[src/rtl/soc_pkg.sv]
// soc_pkg: constants and types of the system option registers.
// assumes a byte-wide register view placed in the low lane of a 32-bit bus.
package soc_pkg;
    // register indices; byte address is four times the index
    localparam logic [7:0] IDX_EEMAP = 8'h37;
    localparam logic [7:0] IDX_SYSTEM_OPTIONS_TWO  = 8'h38;
    localparam logic [7:0] IDX_OPT1  = 8'h39;
    // field positions, options one
    localparam int B_ANALOG_POWER_BIT = 7;
    localparam int B_PUMP_CLOCK_SELECT = 6;
    localparam int B_MASKABLE_INT_EDGE_BIT = 5;
    localparam int B_DLY  = 4;
    localparam int B_CME  = 3;
    localparam int B_FORCE_MONITOR_BIT = 2;
    // field positions, options two
    localparam int B_INSTR_START_DRIVE_BIT = 7;
    localparam int B_PORT_C_OPEN_DRAIN_BIT  = 6;
    localparam int B_STRETCH_BIT = 5;
    localparam int B_VIS   = 4;
    localparam int B_BIT_ORDER_BIT  = 3;
    localparam int B_EXTRA_RATE_BIT  = 2;
    localparam int B_CLOCK_OUTPUT_SOURCE_BIT = 1;
    localparam int B_NONMASKABLE_INT_EDGE_BIT = 0;
    // reset values and write masks
    localparam logic [3:0] EE_RST    = 4'h0;
    localparam logic [7:0] OPT1_RST  = 8'h10;
    localparam logic [7:0] SYSTEM_OPTIONS_TWO_RST  = 8'h00;
    localparam logic [7:0] OPT1_PROT = 8'h37;
    localparam logic [7:0] SYSTEM_OPTIONS_TWO_FREE = 8'hEC;
    // timing
    localparam int         CLK_MHZ    = 100;
    localparam int         ADC_SET_US = 100;
    localparam int         ADC_CYC    = ADC_SET_US * CLK_MHZ;
    localparam logic [6:0] WIN_CYC    = 7'h40;
    localparam logic [11:0] DLY_SHORT = 12'h080;
    localparam logic [11:0] DLY_LONG  = 12'hFE0;
    localparam logic [11:0] DLY_FAST  = 12'h004;
    typedef enum logic [1:0] {
        MODE_BOOT   = 2'b00,
        MODE_TEST   = 2'b01,
        MODE_SINGLE = 2'b10,
        MODE_EXP    = 2'b11
    } soc_mode_e;
    typedef enum logic {
        DL_RUN  = 1'b0,
        DL_HOLD = 1'b1
    } soc_dl_e;
    typedef struct packed {
        logic [3:0] eeprom_position_field;
        logic       analog_power_bit;
        logic       pump_clock_select;
        logic [1:0] watchdog_rate_bits;
        logic       port_c_open_drain_bit;
        logic       bit_order_bit;
        logic       extra_rate_bit;
        logic       clock_output_source_bit;
    } soc_cfg_s;
endpackage : soc_pkg

[src/rtl/soc_regs.sv]
// soc_regs: system option registers on a classic Wishbone slave.
// assumes mode_i comes from same-clock mode latch logic and is taken
// while rst_i is high; pins irq, nmi and rc tick are asynchronous.
//
// Register access over Wishbone was decided locally.
`timescale 1ns/1ps
`default_nettype none
// Notes on behaviour
// eeprom map always readable; position bits written once per reset in normal modes
// eeprom occupies xE00 to xFFF, x being the position field
// low nibble of eeprom map register reads zero
// protected option-one fields: one write within 64 cycles, normal modes only
// analog power bit powers the converter; software waits 100 us
// pump clock select picks rc clock when set, bus clock when clear
// maskable interrupt: falling edge when edge bit set, low level otherwise
// start delay bit set by reset; clear means resume within four cycles
// stabilisation delay is 128 or 4064 cycles by manufacturing option
// monitor runs when enabled; forced monitor stays on; slow clock resets
// two watchdog rate bits scale the watchdog timeout
// expanded modes: instruction start pin low, optional high drive pulse
// port c open drain bit makes port c outputs open drain
// stretch lengthens off-chip accesses in range set by rom placement
// stretch bit cleared by reset, no effect in single chip or boot
// visibility bit resets by mode; once in normal, free in special
// expanded: visibility bit shows internal reads, never when secure
// single chip: visibility bit holds bus clock pin low when set
// bit order bit selects lsb first serial shifting
// extra rate bit adds divide by four to serial clock chain
// clock output source written once; raw crystal or quadrupled clock
// nonmaskable edge bit written once; falling edge or low level
// special mode indicator set in boot and test modes
// clock output pin driven only when clock output enable set
// written flags per write-once field, cleared by reset
module soc_regs
    import soc_pkg::*;
#(
    parameter bit LONG_DELAY     = 1'b1,   // manufacturing delay option
    parameter int ADC_SETTLE_CYC = ADC_CYC // converter settle count
) (
    input  wire logic        clk_i,            // 100 MHz bus clock
    input  wire logic        rst_i,            // sync reset, high
    input  wire logic [7:0]  adr_i,            // wishbone byte address
    input  wire logic [31:0] dat_i,            // wishbone write data
    output logic      [31:0] dat_o,            // wishbone read data
    input  wire logic        we_i,             // wishbone write
    input  wire logic [3:0]  sel_i,            // wishbone byte enables
    input  wire logic        cyc_i,            // wishbone cycle
    input  wire logic        stb_i,            // wishbone strobe
    output logic             ack_o,            // wishbone ack
    input  wire logic [1:0]  mode_i,           // {modb, moda}
    input  wire logic        secure_i,         // secure expanded mode
    input  wire logic        clk_out_en_i,     // clock output enable bit
    input  wire logic        rom_placement_i,  // rom placement bit
    input  wire logic [15:0] cpu_addr_i,       // cpu address
    input  wire logic        ext_access_i,     // off-chip access now
    input  wire logic        irq_n_i,          // maskable irq pin
    input  wire logic        nonmaskable_int_pin_n_i,         // nonmaskable irq pin
    input  wire logic        irq_ack_i,        // clears irq edge latch
    input  wire logic        nonmaskable_int_pin_ack_i,       // clears nmi edge latch
    input  wire logic        rc_tick_i,        // rc oscillator pin
    input  wire logic        stop_exit_i,      // leave stop mode pulse
    input  wire logic        instr_start_i,    // instruction begins
    input  wire logic        clk_slow_i,       // monitor detector flag
    output soc_cfg_s         cfg_o,            // register fields
    output logic             special_mode_o,   // boot or test mode
    output logic             eeprom_sel_o,     // address hits eeprom
    output logic             pump_clk_en_o,    // pump clock enable
    output logic             adc_ready_o,      // converter settled
    output logic             irq_req_o,        // maskable request
    output logic             nonmaskable_int_pin_req_o,       // nonmaskable request
    output logic             cpu_run_o,        // delay complete
    output logic             monitor_en_o,     // clock monitor on
    output logic             clk_fail_rst_o,   // clock failure reset
    output logic             lir_o,            // instr start pin out
    output logic             lir_oe_n_o,       // instr start pin oe
    output logic             stretch_o,        // stretch this access
    output logic             read_vis_o,       // internal read vis
    output logic             busclk_low_o,     // hold bus clock low
    output logic             clock_output_pin_oe_n_o       // clock output pin oe
);

    typedef struct packed {
        logic        ack;
        logic [7:0]  rdata;
        soc_mode_e   mode;
        logic [3:0]  ee;
        logic [7:0]  opt1;
        logic [7:0]  system_options_two;
        logic        ee_wr;
        logic        opt1_wr;
        logic        vis_wr;
        logic        x4_wr;
        logic        xe_wr;
        logic [6:0]  win;
        logic [13:0] adc_cnt;
        logic [2:0]  irq_s;
        logic [2:0]  nonmaskable_int_pin_s;
        logic [2:0]  rc_s;
        logic        irq_pend;
        logic        nonmaskable_int_pin_pend;
        soc_dl_e     dl;
        logic [11:0] dl_cnt;
        logic        lir_lo;
        logic        lir_hi;
    } soc_state_s;

    soc_state_s q;
    soc_state_s d;

    // register decode, used for each of the three registers
    function automatic logic reg_hit(input logic [7:0] a,
                                     input logic [7:0] idx);
        reg_hit = (a[7:2] == idx[5:0]);
    endfunction : reg_hit

    localparam logic [11:0] DLY_POR = LONG_DELAY ? DLY_LONG : DLY_SHORT;
    localparam logic [13:0] ADC_MAX = ADC_SETTLE_CYC[13:0];

    logic req;
    logic wr;
    logic special;
    logic expanded;
    logic in_window;
    logic irq_fall;
    logic nonmaskable_int_pin_fall;
    logic [7:0] wb;

    // mode decode and bus request qualification
    assign req       = cyc_i & stb_i & ~q.ack;
    assign wr        = req & we_i & sel_i[0];
    assign wb        = dat_i[7:0];
    assign special   = ~q.mode[1];
    assign expanded  = q.mode[0];
    assign in_window = q.win < WIN_CYC;
    assign irq_fall  = q.irq_s[2] & ~q.irq_s[1];
    assign nonmaskable_int_pin_fall = q.nonmaskable_int_pin_s[2] & ~q.nonmaskable_int_pin_s[1];

    // next-state logic
    always_comb begin
        d = q;
        d.ack = req;
        d.win = in_window ? q.win + 7'h01 : q.win;
        // only the second and third stages of each synchroniser are looked at
        d.irq_s  = {q.irq_s[1], q.irq_s[0], irq_n_i};
        d.nonmaskable_int_pin_s = {q.nonmaskable_int_pin_s[1], q.nonmaskable_int_pin_s[0], nonmaskable_int_pin_n_i};
        d.rc_s   = {q.rc_s[1], q.rc_s[0], rc_tick_i};
        // read path; unmapped addresses answer zero
        d.rdata = 8'h00;
        if (req && !we_i) begin
            if (reg_hit(adr_i, IDX_EEMAP))
                d.rdata = {q.ee, 4'h0};
            else if (reg_hit(adr_i, IDX_OPT1))
                d.rdata = q.opt1;
            else if (reg_hit(adr_i, IDX_SYSTEM_OPTIONS_TWO))
                d.rdata = q.system_options_two;
        end
        // eeprom position, once per reset in normal modes
        if (wr && reg_hit(adr_i, IDX_EEMAP) && (special || !q.ee_wr)) begin
            d.ee    = wb[7:4];
            d.ee_wr = 1'b1;
        end
        // option one: free bits always, guarded bits early or special
        if (wr && reg_hit(adr_i, IDX_OPT1)) begin
            d.opt1 = (q.opt1 & OPT1_PROT) | (wb & ~OPT1_PROT);
            if (special || (!q.opt1_wr && in_window)) begin
                d.opt1    = wb;
                d.opt1_wr = 1'b1;
            end
            // forced monitor can only be set until the next reset
            d.opt1[B_FORCE_MONITOR_BIT] = q.opt1[B_FORCE_MONITOR_BIT] | d.opt1[B_FORCE_MONITOR_BIT];
        end
        // option two: per-field write-once guards
        if (wr && reg_hit(adr_i, IDX_SYSTEM_OPTIONS_TWO)) begin
            d.system_options_two = (q.system_options_two & ~SYSTEM_OPTIONS_TWO_FREE) | (wb & SYSTEM_OPTIONS_TWO_FREE);
            if (special || !q.vis_wr) begin
                d.system_options_two[B_VIS] = wb[B_VIS];
                d.vis_wr      = 1'b1;
            end
            if (special || !q.x4_wr) begin
                d.system_options_two[B_CLOCK_OUTPUT_SOURCE_BIT] = wb[B_CLOCK_OUTPUT_SOURCE_BIT];
                d.x4_wr         = 1'b1;
            end
            if (special || !q.xe_wr) begin
                d.system_options_two[B_NONMASKABLE_INT_EDGE_BIT] = wb[B_NONMASKABLE_INT_EDGE_BIT];
                d.xe_wr         = 1'b1;
            end
        end
        // converter settle counter restarts at each power-up
        if (!q.opt1[B_ANALOG_POWER_BIT])
            d.adc_cnt = 14'h0000;
        else if (q.adc_cnt != ADC_MAX)
            d.adc_cnt = q.adc_cnt + 14'h0001;
        // edge latches; a new edge beats a same-cycle acknowledge
        if (irq_ack_i)
            d.irq_pend = 1'b0;
        if (q.opt1[B_MASKABLE_INT_EDGE_BIT] && irq_fall)
            d.irq_pend = 1'b1;
        if (nonmaskable_int_pin_ack_i)
            d.nonmaskable_int_pin_pend = 1'b0;
        if (q.system_options_two[B_NONMASKABLE_INT_EDGE_BIT] && nonmaskable_int_pin_fall)
            d.nonmaskable_int_pin_pend = 1'b1;
        // start-up delay after stop exit
        case (q.dl)
            DL_RUN: begin
                if (stop_exit_i) begin
                    d.dl     = DL_HOLD;
                    d.dl_cnt = q.opt1[B_DLY] ? DLY_POR : DLY_FAST;
                end
            end
            DL_HOLD: begin
                d.dl_cnt = q.dl_cnt - 12'h001;
                if (q.dl_cnt == 12'h001)
                    d.dl = DL_RUN;
            end
            default: d.dl = DL_RUN;
        endcase
        // instruction start: low one cycle, then optional high drive
        d.lir_lo = instr_start_i & expanded;
        d.lir_hi = q.lir_lo & q.system_options_two[B_INSTR_START_DRIVE_BIT];
    end

    // state register; power-on delay starts with reset
    always_ff @(posedge clk_i) begin
        if (rst_i) begin
            q           <= '0;
            q.mode      <= soc_mode_e'(mode_i);
            q.ee        <= EE_RST;
            q.opt1      <= OPT1_RST;
            q.system_options_two      <= SYSTEM_OPTIONS_TWO_RST;
            q.system_options_two[B_VIS] <= (mode_i == MODE_TEST);
            q.irq_s     <= 3'b111;
            q.nonmaskable_int_pin_s    <= 3'b111;
            q.dl        <= DL_HOLD;
            q.dl_cnt    <= DLY_POR;
        end else begin
            q <= d;
        end
    end

    // bus outputs
    assign ack_o = q.ack;
    assign dat_o = {24'h000000, q.rdata};

    // configuration fields straight from flops
    assign cfg_o.eeprom_position_field   = q.ee;
    assign cfg_o.analog_power_bit        = q.opt1[B_ANALOG_POWER_BIT];
    assign cfg_o.pump_clock_select       = q.opt1[B_PUMP_CLOCK_SELECT];
    assign cfg_o.watchdog_rate_bits      = q.opt1[1:0];
    assign cfg_o.port_c_open_drain_bit   = q.system_options_two[B_PORT_C_OPEN_DRAIN_BIT];
    assign cfg_o.bit_order_bit           = q.system_options_two[B_BIT_ORDER_BIT];
    assign cfg_o.extra_rate_bit          = q.system_options_two[B_EXTRA_RATE_BIT];
    assign cfg_o.clock_output_source_bit = q.system_options_two[B_CLOCK_OUTPUT_SOURCE_BIT];

    // derived controls
    assign special_mode_o = special;
    assign eeprom_sel_o   = (cpu_addr_i[15:12] == q.ee)
                          & (cpu_addr_i[11:9] == 3'b111);
    // rc clock is much slower than clk_i, so a rising edge is one tick
    assign pump_clk_en_o  = q.opt1[B_PUMP_CLOCK_SELECT] ?
                            (q.rc_s[1] & ~q.rc_s[2]) : 1'b1;
    assign adc_ready_o    = q.opt1[B_ANALOG_POWER_BIT] & (q.adc_cnt == ADC_MAX);
    assign irq_req_o      = q.opt1[B_MASKABLE_INT_EDGE_BIT] ? q.irq_pend : ~q.irq_s[1];
    assign nonmaskable_int_pin_req_o     = q.system_options_two[B_NONMASKABLE_INT_EDGE_BIT] ? q.nonmaskable_int_pin_pend : ~q.nonmaskable_int_pin_s[1];
    assign cpu_run_o      = (q.dl == DL_RUN);
    assign monitor_en_o   = q.opt1[B_CME] | q.opt1[B_FORCE_MONITOR_BIT];
    assign clk_fail_rst_o = monitor_en_o & clk_slow_i;
    // one clk of drive stands in for the quarter bus cycle
    assign lir_o          = q.lir_hi;
    assign lir_oe_n_o     = ~(q.lir_lo | q.lir_hi);
    assign stretch_o      = expanded & q.system_options_two[B_STRETCH_BIT] & ext_access_i
                          & (rom_placement_i ? (cpu_addr_i[15:14] == 2'b00)
                                             : (cpu_addr_i[15:14] == 2'b11));
    assign read_vis_o     = expanded & q.system_options_two[B_VIS] & ~secure_i;
    assign busclk_low_o   = ~expanded & q.system_options_two[B_VIS];
    assign clock_output_pin_oe_n_o    = ~clk_out_en_i;
endmodule : soc_regs
`default_nettype wire

[config.mk]
export PLATFORM = sky130hd
export DESIGN_NAME = soc_regs
export DESIGN_NICKNAME = d
export VERILOG_FILES = /design/src/rtl/soc_pkg.sv /design/src/rtl/soc_regs.sv
export SDC_FILE = /design/constraint.sdc
export NUM_CORES = 1
export LEC_CHECK = 0
export BUFFER_PORTS_ARGS = -buffer_cell sky130_fd_sc_hd__clkbuf_2
export CAP_MARGIN = 5
export CELL_PAD_IN_SITES_DETAIL_PLACEMENT = 1
export CELL_PAD_IN_SITES_GLOBAL_PLACEMENT = 2
export CORE_MARGIN = 5
export CORE_UTILIZATION = 28
export DETAILED_ROUTE_END_ITERATION = 16
export GPL_TIMING_DRIVEN = 0
export HOLD_SLACK_MARGIN = 0.06
export PLACE_DENSITY_LB_ADDON = 0.1
export SLEW_MARGIN = 20
export SYNTH_ARGS = -nofsm -noshare
export SYNTH_HDL_FRONTEND = slang
export SYNTH_SLANG_ARGS = --single-unit
[constraint.sdc]
create_clock -name clk_i -period 1.85 [get_ports clk_i]
set_input_delay 0.0925 -clock clk_i [delete_from_list [all_inputs] [get_ports clk_i]]
set_output_delay 0.0925 -clock clk_i [all_outputs]
set_load 0.03 [all_outputs]
==> results of run 1 <==
-- stage by stage --
stage	setup WS [ns]	hold WS, ns	TNS, ns	total power [mW]
after floorplan	0.149	0.191	0	2.18
after global placement	-0.286	0.281	-5.23	2.30
after detailed placement	-0.272	0.280	-5.55	2.31
after CTS	-0.196	0.0711	-0.196	4.24
after global routing	-0.214	0.0831	-0.240	4.36
final	-0.135	0.0777	-0.135	4.18
-- synth_stat cells, types with 2 or more instances --
cell type	number
a211oi_1	2
a21oi_1	19
a22oi_1	8
a31oi_1	3
buf_2	3
buf_4	44
clkbuf_1	9
dfxtp_1	80
edfxtp_1	3
ha_1	5
inv_1	16
mux2i_1	22
nand2_1	27
nand2b_1	24
nand3_1	11
nand3b_1	3
nand4_1	5
nand4b_1	4
nor2_1	61
nor2b_1	5
nor3_1	7
nor4_1	6
nor4_4	2
o211ai_1	3
o21ai_0	12
o311ai_0	3
or2_2	9
or3_1	6
or4_1	4
xnor2_1	9
xor2_1	8
-- layout make-up --
| cell class | instances | area (um2) | share of cell area |
|---|---|---|---|
| well taps | 180 | 225 | 0.0434 |
| multi-input cells | 309 | 1880 | 0.363 |
| clock buffers | 12 | 267 | 0.0513 |
| flip-flops and latches | 83 | 1700 | 0.328 |
| clock inverters | 4 | 47.5 | 0.00916 |
| inverters | 16 | 60.1 | 0.0116 |
| plain buffers | 57 | 397 | 0.0764 |
| repair buffers | 100 | 611 | 0.118 |
-- repair_timing --
item                                    4_1_cts  5_1_grt
endpoints found under the setup margin       11       23
endpoints found under the hold margin        26        0
hold buffers                                 16        0
pin swaps                                     4        4
resized for setup                             8       15
setup buffers                                 3        5
-- sequential cells by signal, indices dropped and copies added (netlist names) --
register,count
q,53
cfg_o,12
d,8
dat_o,8
ack_o,1
lir_o,1
-- kinds of logic after synthesis --
group,count (synthesis),synth area share
and+or+nand+nor,184,0.250
DFF,83,0.433
buffers and inverters,73,0.115
AOI/OAI and AO/OA,56,0.0883
muxes,23,0.0592
xor gates and xnor gates,17,0.0381
adders and majority gates,5,0.0160
other,1,0.000959
-- worst max-delay path, delay by kind of cell (launching register included) --
kind                   cells  cell delay, ns
flip-flops                 1            0.33
buffers and inverters      1            0.11
AND/OR/NAND/NOR            3            1.11
-- routing by layer --
metal | vias to the layer above | wire length, um | track usage
met5 | - | 0 | 0
met4 | 0 | 231 | 0.0605
met3 | 16 | 485 | 0.0217
met2 | 69 | 5430 | 0.241
met1 | 1624 | 5070 | 0.170
li1 | 1708 | - | -
-- worst min-delay path by stage --
stage                                  endpoint
after floorplan                 d[72]$_DFFE_PP_
after global placement         d[24]$_SDFF_PP1_
after detailed placement       d[21]$_SDFF_PP1_
after CTS                    q[64]$_SDFFE_PP1P_
after global routing         q[64]$_SDFFE_PP1P_
final                     cfg_o[8]$_SDFFE_PP0P_
-- power by group --
group,leakage (nW),switching [mW],internal [mW]
combinational,1.31,0.239,0.174
sequential,0.681,0.0447,1.84
clock,0.155,0.728,1.15
==> impl_metrics.env, run 1 <==
export IMPL_crit_fanout=3
export IMPL_hp_class="in2reg"
export IMPL_cts_tree="done"
export IMPL_setup_worst_path_end="adc_ready_o"
export IMPL_rr_startpoint="q[38]$_SDFFE_PP0P_"
export IMPL_p_leak_nw=2.14
export IMPL_max_slew_margin_rel=0.486
export IMPL_critPathArrivalTime_ns=1.89
export IMPL_antenna_found_initial=0
export IMPL_cp_end_kind="primary output"
export IMPL_drive_gt1_frac=0.305
export IMPL_postPlaceCellArea_um2=4600
export IMPL_hold_depth=3
export IMPL_portBuffers=76
export IMPL_insertedDiodeCount=0
export IMPL_drc=0
export IMPL_ys_top_cells_by_area="dfxtp_1, buf_4, nor2_1"
export IMPL_path_clk_slew_ns=0.06
export IMPL_r2r_cells=5
export IMPL_die_height_um=128
export IMPL_place_hpwl_um=8300
export IMPL_slowest_delay_ns=0.54
export IMPL_gp_congestion=0.757
export IMPL_core_region_area_um2=13800
export IMPL_avgViaCountPerCell=4.49
export IMPL_crit_type="reg2out"
export IMPL_p_per_area_nw_per_um2=804
export IMPL_final_common_cell="clkbuf_2"
export IMPL_cts_buffers=9
export IMPL_final_cell_mix="clkbuf_2, dfxtp_1, nor2_1"
export IMPL_regToRegEndpoint="q[27]$_SDFFE_PP0P_"
export IMPL_fill_cells=1658
export IMPL_die_area_um2=16400
export IMPL_syn_inst=442
export IMPL_drv_cap=0
export IMPL_grt_start_max_net_pins=14
export IMPL_syn_area_per_cell_um2=8.85
export IMPL_cts_max_path_buffers=2
export IMPL_setup_viol=1
export IMPL_synth_edf_count=3
export IMPL_grt_pass1_wl_um=17900
export IMPL_hp_start="dat_i[4]"
export IMPL_startpoint="q[38]$_SDFFE_PP0P_"
export IMPL_synth_area_um2=3910
export IMPL_hold_viol=0
export IMPL_die_w_um=128
export IMPL_io_pins=139
export IMPL_area_delta_synth_final_pct=32.8
export IMPL_grt_pass1_vias=3491
export IMPL_fin_cells=761
export IMPL_r2r_slack_ns=0.06
export IMPL_failed_checks="negative setup slack"
export IMPL_ant_nets=0
export IMPL_crit_path_cell_trace="or4_4 > nor4_4 > and2_4 > buf_8"
export IMPL_netlist_area_leader_share=0.409
export IMPL_worst_pin_slew_ns=0.768
export IMPL_period_share=1.07
export IMPL_overflow=0
export IMPL_period_needed_ns=1.98
export IMPL_start_util=0.284
export IMPL_crit_required_ns=1.76
export IMPL_clock_sinks=83
export IMPL_synth_cell_type_count=50
export IMPL_finalWirelength_um=11200
export IMPL_outcome="finished, violations left"
export IMPL_start_kind="flip-flop"
export IMPL_setup_ws_ns=-0.135
export IMPL_yosysTopAreaCell="dfxtp_1"
export IMPL_synthArstFlopShare=0
export IMPL_dr_first_iter_drc_count=95
export IMPL_ys_flop_type="dfxtp_1"
export IMPL_crit_slowest_cell="or4_4"
export IMPL_clock_skew_ns=0.00441
export IMPL_yosys_warnings=0
export IMPL_groute_usage_overall=0.139
export IMPL_insertion_delay_ns=0.34
export IMPL_ir_drop_mv=0.324
export IMPL_ys_seq_area_frac=0.433
export IMPL_fin_area_um2=5190
export IMPL_vias=3417
export IMPL_dpl_cell_count=721
export IMPL_row_count=43
export IMPL_drv_slew=0
export IMPL_fin_nets=660
export IMPL_dr_pass1_iters=4
export IMPL_fmax_ghz=0.504
export IMPL_ctsHtreeMaxLevel=3
export IMPL_wl_per_cell_um=14.7
export IMPL_ys_seq_elements=83
export IMPL_rsz0062_at_grt="yes"
export IMPL_final_util=0.377
export IMPL_cts_root_buf="clkbuf_16"
Note: power is estimated with default switching activity, not from simulation.
==> inputs of run 2 (changes only) <==
--- a/config.mk
+++ b/config.mk
@@ -10,11 +10,12 @@
 export CELL_PAD_IN_SITES_DETAIL_PLACEMENT = 1
 export CELL_PAD_IN_SITES_GLOBAL_PLACEMENT = 2
 export CORE_MARGIN = 5
-export CORE_UTILIZATION = 28
+export CORE_UTILIZATION = 26
 export DETAILED_ROUTE_END_ITERATION = 16
 export GPL_TIMING_DRIVEN = 0
 export HOLD_SLACK_MARGIN = 0.06
 export PLACE_DENSITY_LB_ADDON = 0.1
+export SETUP_SLACK_MARGIN = 0.15
 export SLEW_MARGIN = 20
 export SYNTH_ARGS = -nofsm -noshare
 export SYNTH_HDL_FRONTEND = slang
==> constraint.sdc (replaced) <==
create_clock -name clk_i -period 1.7 [get_ports clk_i]
set_input_delay 0.085 -clock clk_i [delete_from_list [all_inputs] [get_ports clk_i]]
set_output_delay 0.085 -clock clk_i [all_outputs]
set_load 0.03 [all_outputs]
==> impl_metrics.env, run 2 (synthesis gave the netlist of run 1 again) <==
export IMPL_outcome="finished, violations left"
export IMPL_failed_checks="negative setup slack"
export IMPL_final_util=0.371
export IMPL_cts_tree="done"
export IMPL_overflow=0
export IMPL_final_cell_mix="clkbuf_2, dfxtp_1, nor2_1"
export IMPL_dr_pass1_iters=4
export IMPL_crit_required_ns=1.62
export IMPL_ir_drop_mv=0.483
export IMPL_largest_register="q"
export IMPL_wl_met2_um=5380
export IMPL_p_switching_mw=1.14
export IMPL_avgViaCountPerCell=4.40
export IMPL_slowest_delay_ns=0.55
export IMPL_setup_ws_ns=-0.244
export IMPL_crit_path_cell_trace="or4b_4 > nor4_4 > and2_4 > buf_8"
export IMPL_comb_power_share=0.106
export IMPL_clock_skew_ns=0.00379
export IMPL_top_layer_used="met4"
export IMPL_ctsHtreeMaxLevel=3
export IMPL_multiInputGateArea_um2=1990
export IMPL_crit_type="reg2out"
export IMPL_regToRegEndpoint="q[27]$_SDFFE_PP0P_"
export IMPL_max_slew_margin_rel=0.526
export IMPL_critPathArrivalTime_ns=1.86
export IMPL_fill_cells=1724
export IMPL_regArea_um2=1720
export IMPL_dpl_cell_count=725
export IMPL_postPlaceCellArea_um2=4630
export IMPL_cts_max_path_buffers=2
export IMPL_crit_fanout=6
export IMPL_core_region_area_um2=14600
export IMPL_die_height_um=133
export IMPL_period_needed_ns=1.94
export IMPL_grt_pass1_vias=3523
export IMPL_p_per_area_nw_per_um2=860
export IMPL_rr_startpoint="q[31]$_SDFFE_PP0P_"
export IMPL_rsz0062_at_grt="yes"
export IMPL_wl_met3_um=526
export IMPL_fin_cells=773
export IMPL_wl_met1_um=5300
export IMPL_grt_pass1_wl_um=18300
export IMPL_insertedDiodeCount=0
export IMPL_crit_slowest_cell="or4b_4"
export IMPL_p_leak_nw=2.22
export IMPL_clockPowerShare=0.452
export IMPL_gp_congestion=0.769
export IMPL_setup_worst_path_end="adc_ready_o"
export IMPL_place_hpwl_um=8350
export IMPL_die_w_um=133
export IMPL_drive_gt1_frac=0.360
export IMPL_start_kind="flip-flop"
export IMPL_cts_root_buf="clkbuf_16"
export IMPL_largest_register_ffs=53
export IMPL_seq_power_share=0.442
export IMPL_final_common_cell="clkbuf_2"
export IMPL_antenna_found_initial=0
export IMPL_groute_usage_overall=0.131
export IMPL_drv_cap=0
export IMPL_tns_ns=-0.787
export IMPL_fin_area_um2=5430
export IMPL_drc=0
export IMPL_cp_end_kind="primary output"
export IMPL_grt_start_max_net_pins=14
export IMPL_area_delta_synth_final_pct=38.9
export IMPL_ant_nets=0
export IMPL_finalWirelength_um=11300
export IMPL_die_area_um2=17600
export IMPL_fmax_ghz=0.514
export IMPL_startpoint="q[31]$_SDFFE_PP0P_"
export IMPL_cts_buffers=9
export IMPL_r2r_slack_ns=-0.19
export IMPL_r2r_cells=7
export IMPL_insertion_delay_ns=0.35
export IMPL_hold_viol=0
export IMPL_wl_per_cell_um=14.7
export IMPL_io_pins=139
export IMPL_worst_pin_slew_ns=0.709
export IMPL_cell_internal_pwr_mw=3.53
export IMPL_drv_slew=0
export IMPL_path_clk_slew_ns=0.06
export IMPL_portBuffers=76
export IMPL_dr_first_iter_drc_count=118
export IMPL_vias=3402
export IMPL_hp_class="in2reg"
export IMPL_setup_viol=5
export IMPL_row_count=44
export IMPL_switching_share=0.245
export IMPL_fin_nets=668
export IMPL_start_util=0.267
export IMPL_clock_sinks=83
export IMPL_period_share=1.14
-- run 2: cell types whose count changed in the layout (fill, tap and decap cells not counted), sizes merged --
cell         change
buf              +8
clkinv           -1
dlygate4sd3      +1
-- run 2: per-layer routing --
layer,vias up,GRT usage
met5,-,0
met4,0,0.0398
met3,12,0.0421
met2,66,0.217
met1,1596,0.163
li1,1728,-
-- run 2: final cells by class --
type,instances,share of cell area
clock inverters,3,0.00783
repair buffers,108,0.127
flip-flops and latches,83,0.317
multi-input cells,309,0.367
well taps,184,0.0424
inverters,16,0.0115
plain buffers,57,0.0760
clock buffers,13,0.0518
-- run 2: critical path: cells and delay by family (launching register included) --
kind / cells / cell delay (ns)
buf+inv: 1 / 0.11
simple gates: 3 / 1.04
flops: 1 / 0.36
-- run 2: power groups by stage --
stage	registers, mW	clock network, mW	logic [mW]
6_report	2.06	2.11	0.497
5_1_grt	2.07	2.27	0.541
4_1_cts	2.06	2.20	0.482
3_5_place_dp	2.10	0	0.420
3_3_place_gp	2.09	0	0.411
2_1_floorplan	2.08	0	0.295
-- run 2: through the flow --
stage | power [mW] | hold slack, ns | setup slack, ns
final | 4.67 | 0.0770 | -0.244
after global routing | 4.88 | 0.0981 | -0.315
after CTS | 4.74 | 0.0669 | -0.262
after detailed placement | 2.52 | 0.271 | -0.289
after global placement | 2.50 | 0.268 | -0.244
after floorplan | 2.37 | 0.184 | 0.109
-- run 2: timing repair --
item | CTS | global route
buffers inserted | 8 | 6
gates cloned | 0 | 1
hold endpoints to repair | 29 | 0
endpoints found under the setup margin | 54 | 40
pin swaps | 10 | 8
hold buffers | 17 | 0
resized for setup | 37 | 35
-- run 2: how the worst min path moves through the flow --
stage,start,to,cells past startpoint
after global placement,nonmaskable_int_pin_n_i,d[21]$_SDFF_PP1_,2
final,we_i,dat_o[5]$_SDFF_PP0_,3
after detailed placement,nonmaskable_int_pin_n_i,d[21]$_SDFF_PP1_,2
after CTS,we_i,dat_o[5]$_SDFF_PP0_,3
after global routing,we_i,dat_o[5]$_SDFF_PP0_,3
after floorplan,mode_i[0],d[72]$_DFFE_PP_,0
==> inputs of run 3 (changes only) <==
--- a/config.mk
+++ b/config.mk
@@ -5,17 +5,19 @@
 export SDC_FILE = /design/constraint.sdc
 export NUM_CORES = 1
 export LEC_CHECK = 0
+export ABC_AREA = 1
 export BUFFER_PORTS_ARGS = -buffer_cell sky130_fd_sc_hd__clkbuf_2
 export CAP_MARGIN = 5
 export CELL_PAD_IN_SITES_DETAIL_PLACEMENT = 1
 export CELL_PAD_IN_SITES_GLOBAL_PLACEMENT = 2
 export CORE_MARGIN = 5
-export CORE_UTILIZATION = 26
+export CORE_UTILIZATION = 24
 export DETAILED_ROUTE_END_ITERATION = 16
 export GPL_TIMING_DRIVEN = 0
 export HOLD_SLACK_MARGIN = 0.06
 export PLACE_DENSITY_LB_ADDON = 0.1
 export SETUP_SLACK_MARGIN = 0.15
+export SKIP_CTS_REPAIR_TIMING = 1
 export SLEW_MARGIN = 20
 export SYNTH_ARGS = -nofsm -noshare
 export SYNTH_HDL_FRONTEND = slang
==> impl_metrics.env, run 3 <==
export IMPL_synth_area_um2=4140
export IMPL_core_region_area_um2=17100
export IMPL_switching_share=0.269
export IMPL_fin_area_um2=5430
export IMPL_clockPowerShare=0.450
export IMPL_vias=3982
export IMPL_max_slew_margin_rel=0.605
export IMPL_cts_buffers=9
export IMPL_comb_power_share=0.104
export IMPL_critPathArrivalTime_ns=1.42
export IMPL_hp_class="in2reg"
export IMPL_yosysMostFrequentCell="nand2_1"
export IMPL_netlist_area_leader_share=0.387
export IMPL_p_switching_mw=1.23
export IMPL_ys_seq_elements=83
export IMPL_ys_flop_type="dfxtp_1"
export IMPL_ctsHtreeMaxLevel=3
export IMPL_r2r_slack_ns=0.28
export IMPL_crit_fanout=5
export IMPL_grt_pass1_vias=3943
export IMPL_groute_usage_overall=0.126
export IMPL_setup_viol=0
export IMPL_finalWirelength_um=12400
export IMPL_largest_register_ffs=53
export IMPL_wl_per_cell_um=13.1
export IMPL_area_delta_synth_final_pct=31.2
export IMPL_synth_common_cells="nand2_1, nor2_1, dfxtp_1"
export IMPL_fin_nets=801
export IMPL_hold_depth=3
export IMPL_insertion_delay_ns=0.34
export IMPL_cts_max_path_buffers=2
export IMPL_fmax_ghz=0.665
export IMPL_antenna_found_initial=0
export IMPL_period_share=0.884
export IMPL_drive_gt1_frac=0.255
export IMPL_yosysTopAreaCell="dfxtp_1"
export IMPL_ir_drop_mv=0.488
export IMPL_portBuffers=76
export IMPL_yosys_warnings=0
export IMPL_cell_internal_pwr_mw=3.35
export IMPL_synth_edf_count=3
export IMPL_crit_required_ns=1.62
export IMPL_p_leak_nw=2.56
export IMPL_p_per_area_nw_per_um2=844
export IMPL_period_needed_ns=1.50
export IMPL_drv_cap=0
export IMPL_hold_viol=0
export IMPL_synth_cell_type_count=32
export IMPL_avgViaCountPerCell=4.20
export IMPL_cts_tree="done"
export IMPL_crit_type="reg2out"
export IMPL_start_kind="flip-flop"
export IMPL_ant_nets=0
export IMPL_drc=0
export IMPL_ys_top_cells_by_area="dfxtp_1, nand2_1, nor2_1"
export IMPL_path_clk_slew_ns=0.07
export IMPL_die_height_um=141
export IMPL_die_area_um2=20000
export IMPL_clock_sinks=83
export IMPL_postPlaceCellArea_um2=4890
export IMPL_io_pins=139
export IMPL_worst_pin_slew_ns=0.592
export IMPL_syn_area_per_cell_um2=7.04
export IMPL_largest_register="q"
export IMPL_r2r_cells=7
export IMPL_grt_start_max_net_pins=17
export IMPL_final_cell_mix="nand2_1, nor2_1, dfxtp_1"
export IMPL_power_mw=4.58
export IMPL_rsz0062_at_grt="yes"
export IMPL_grt_pass1_wl_um=20000
export IMPL_seq_power_share=0.446
export IMPL_dr_pass1_iters=4
export IMPL_dr_first_iter_drc_count=99
export IMPL_ys_seq_area_frac=0.408
export IMPL_start_util=0.242
export IMPL_place_hpwl_um=9800
export IMPL_final_util=0.317
export IMPL_syn_inst=588
export IMPL_clock_skew_ns=0.00636
export IMPL_row_count=48
export IMPL_final_common_cell="nand2_1"
export IMPL_gp_congestion=0.745
export IMPL_overflow=0
export IMPL_synthArstFlopShare=0
export IMPL_die_w_um=141
export IMPL_cp_end_kind="primary output"
export IMPL_insertedDiodeCount=0
export IMPL_cts_root_buf="clkbuf_16"
export IMPL_outcome="finished, final reports clean"
export IMPL_drv_slew=0
==> run 3: final cells by class <==
type                            count  area, um2
Clock inverter                      7       82.6
Inverter                           78        293
Sequential cell                    83       1700
Timing Repair Buffer               95        572
Buffer                             53        379
Fill cell                        2162      11700
Clock buffer                        9        225
Multi-Input combinational cell    397       1900
Tap cell                          225        282
==> run 3: stage by stage <==
step	setup WS, ns	TNS, ns	hold slack (ns)	instances
6_report	0.197	0	0.0687	947
5_1_grt	0.0964	0	0.0890	947
4_1_cts	-0.0313	-0.0313	-0.0923	928
3_5_place_dp	0.168	0	0.276	912
3_3_place_gp	0.216	0	0.272	912
2_1_floorplan	0.304	0	0.184	611
==> run 3: cells by family (layout without fill, tap and decap cells) <==
kind of cell | Yosys count | count (layout) | synth area share
buf+inv | 131 | 242 | 0.162
fa+ha+maj | 5 | 5 | 0.0151
flops | 83 | 83 | 0.408
other cells | 1 | 24 | 0.000905
compound gates | 81 | 81 | 0.102
simple gates | 282 | 282 | 0.301
xor+xnor | 5 | 5 | 0.0106
==> run 3: per-layer routing <==
metal,share of wire,up-vias,GRT usage
li1,-,2048,-
met1,0.46,1853,0.156
met2,0.48,70,0.215
met3,0.042,11,0.0270
met4,0.014,0,0.0474
met5,0,-,0
==> run 3: final timing paths <==
kind | start | endpoint
hold reg to reg | d[18]$_SDFF_PP0_ | d[19]$_SDFF_PP0_
hold / removal | dat_i[4] | q[64]$_SDFFE_PP1P_
setup reg to reg | q[2]$_SDFFE_PP0P_ | q[12]$_SDFFE_PP1P_
setup / recovery | q[26]$_SDFFE_PP0P_ | adc_ready_o
==> run 3: worst max-delay path, stage by stage, from the launching register on <==
cell,delay [ns]
dfxtp_4,0.36
inv_2,0.06
ha_4,0.12
nand3_1,0.07
nor2_1,0.11
nand2_2,0.09
nor2_2,0.12
buf_6,0.14
==> run 3: power by group through the flow <==
| stage | clock network [mW] | logic (mW) | registers (mW) |
|---|---|---|---|
| floorplan | 0 | 0.314 | 2.08 |
| global placement | 0 | 0.438 | 2.09 |
| detailed placement | 0 | 0.447 | 2.09 |
| CTS | 2.14 | 0.448 | 2.05 |
| global route | 2.23 | 0.535 | 2.05 |
| finish | 2.06 | 0.478 | 2.04 |
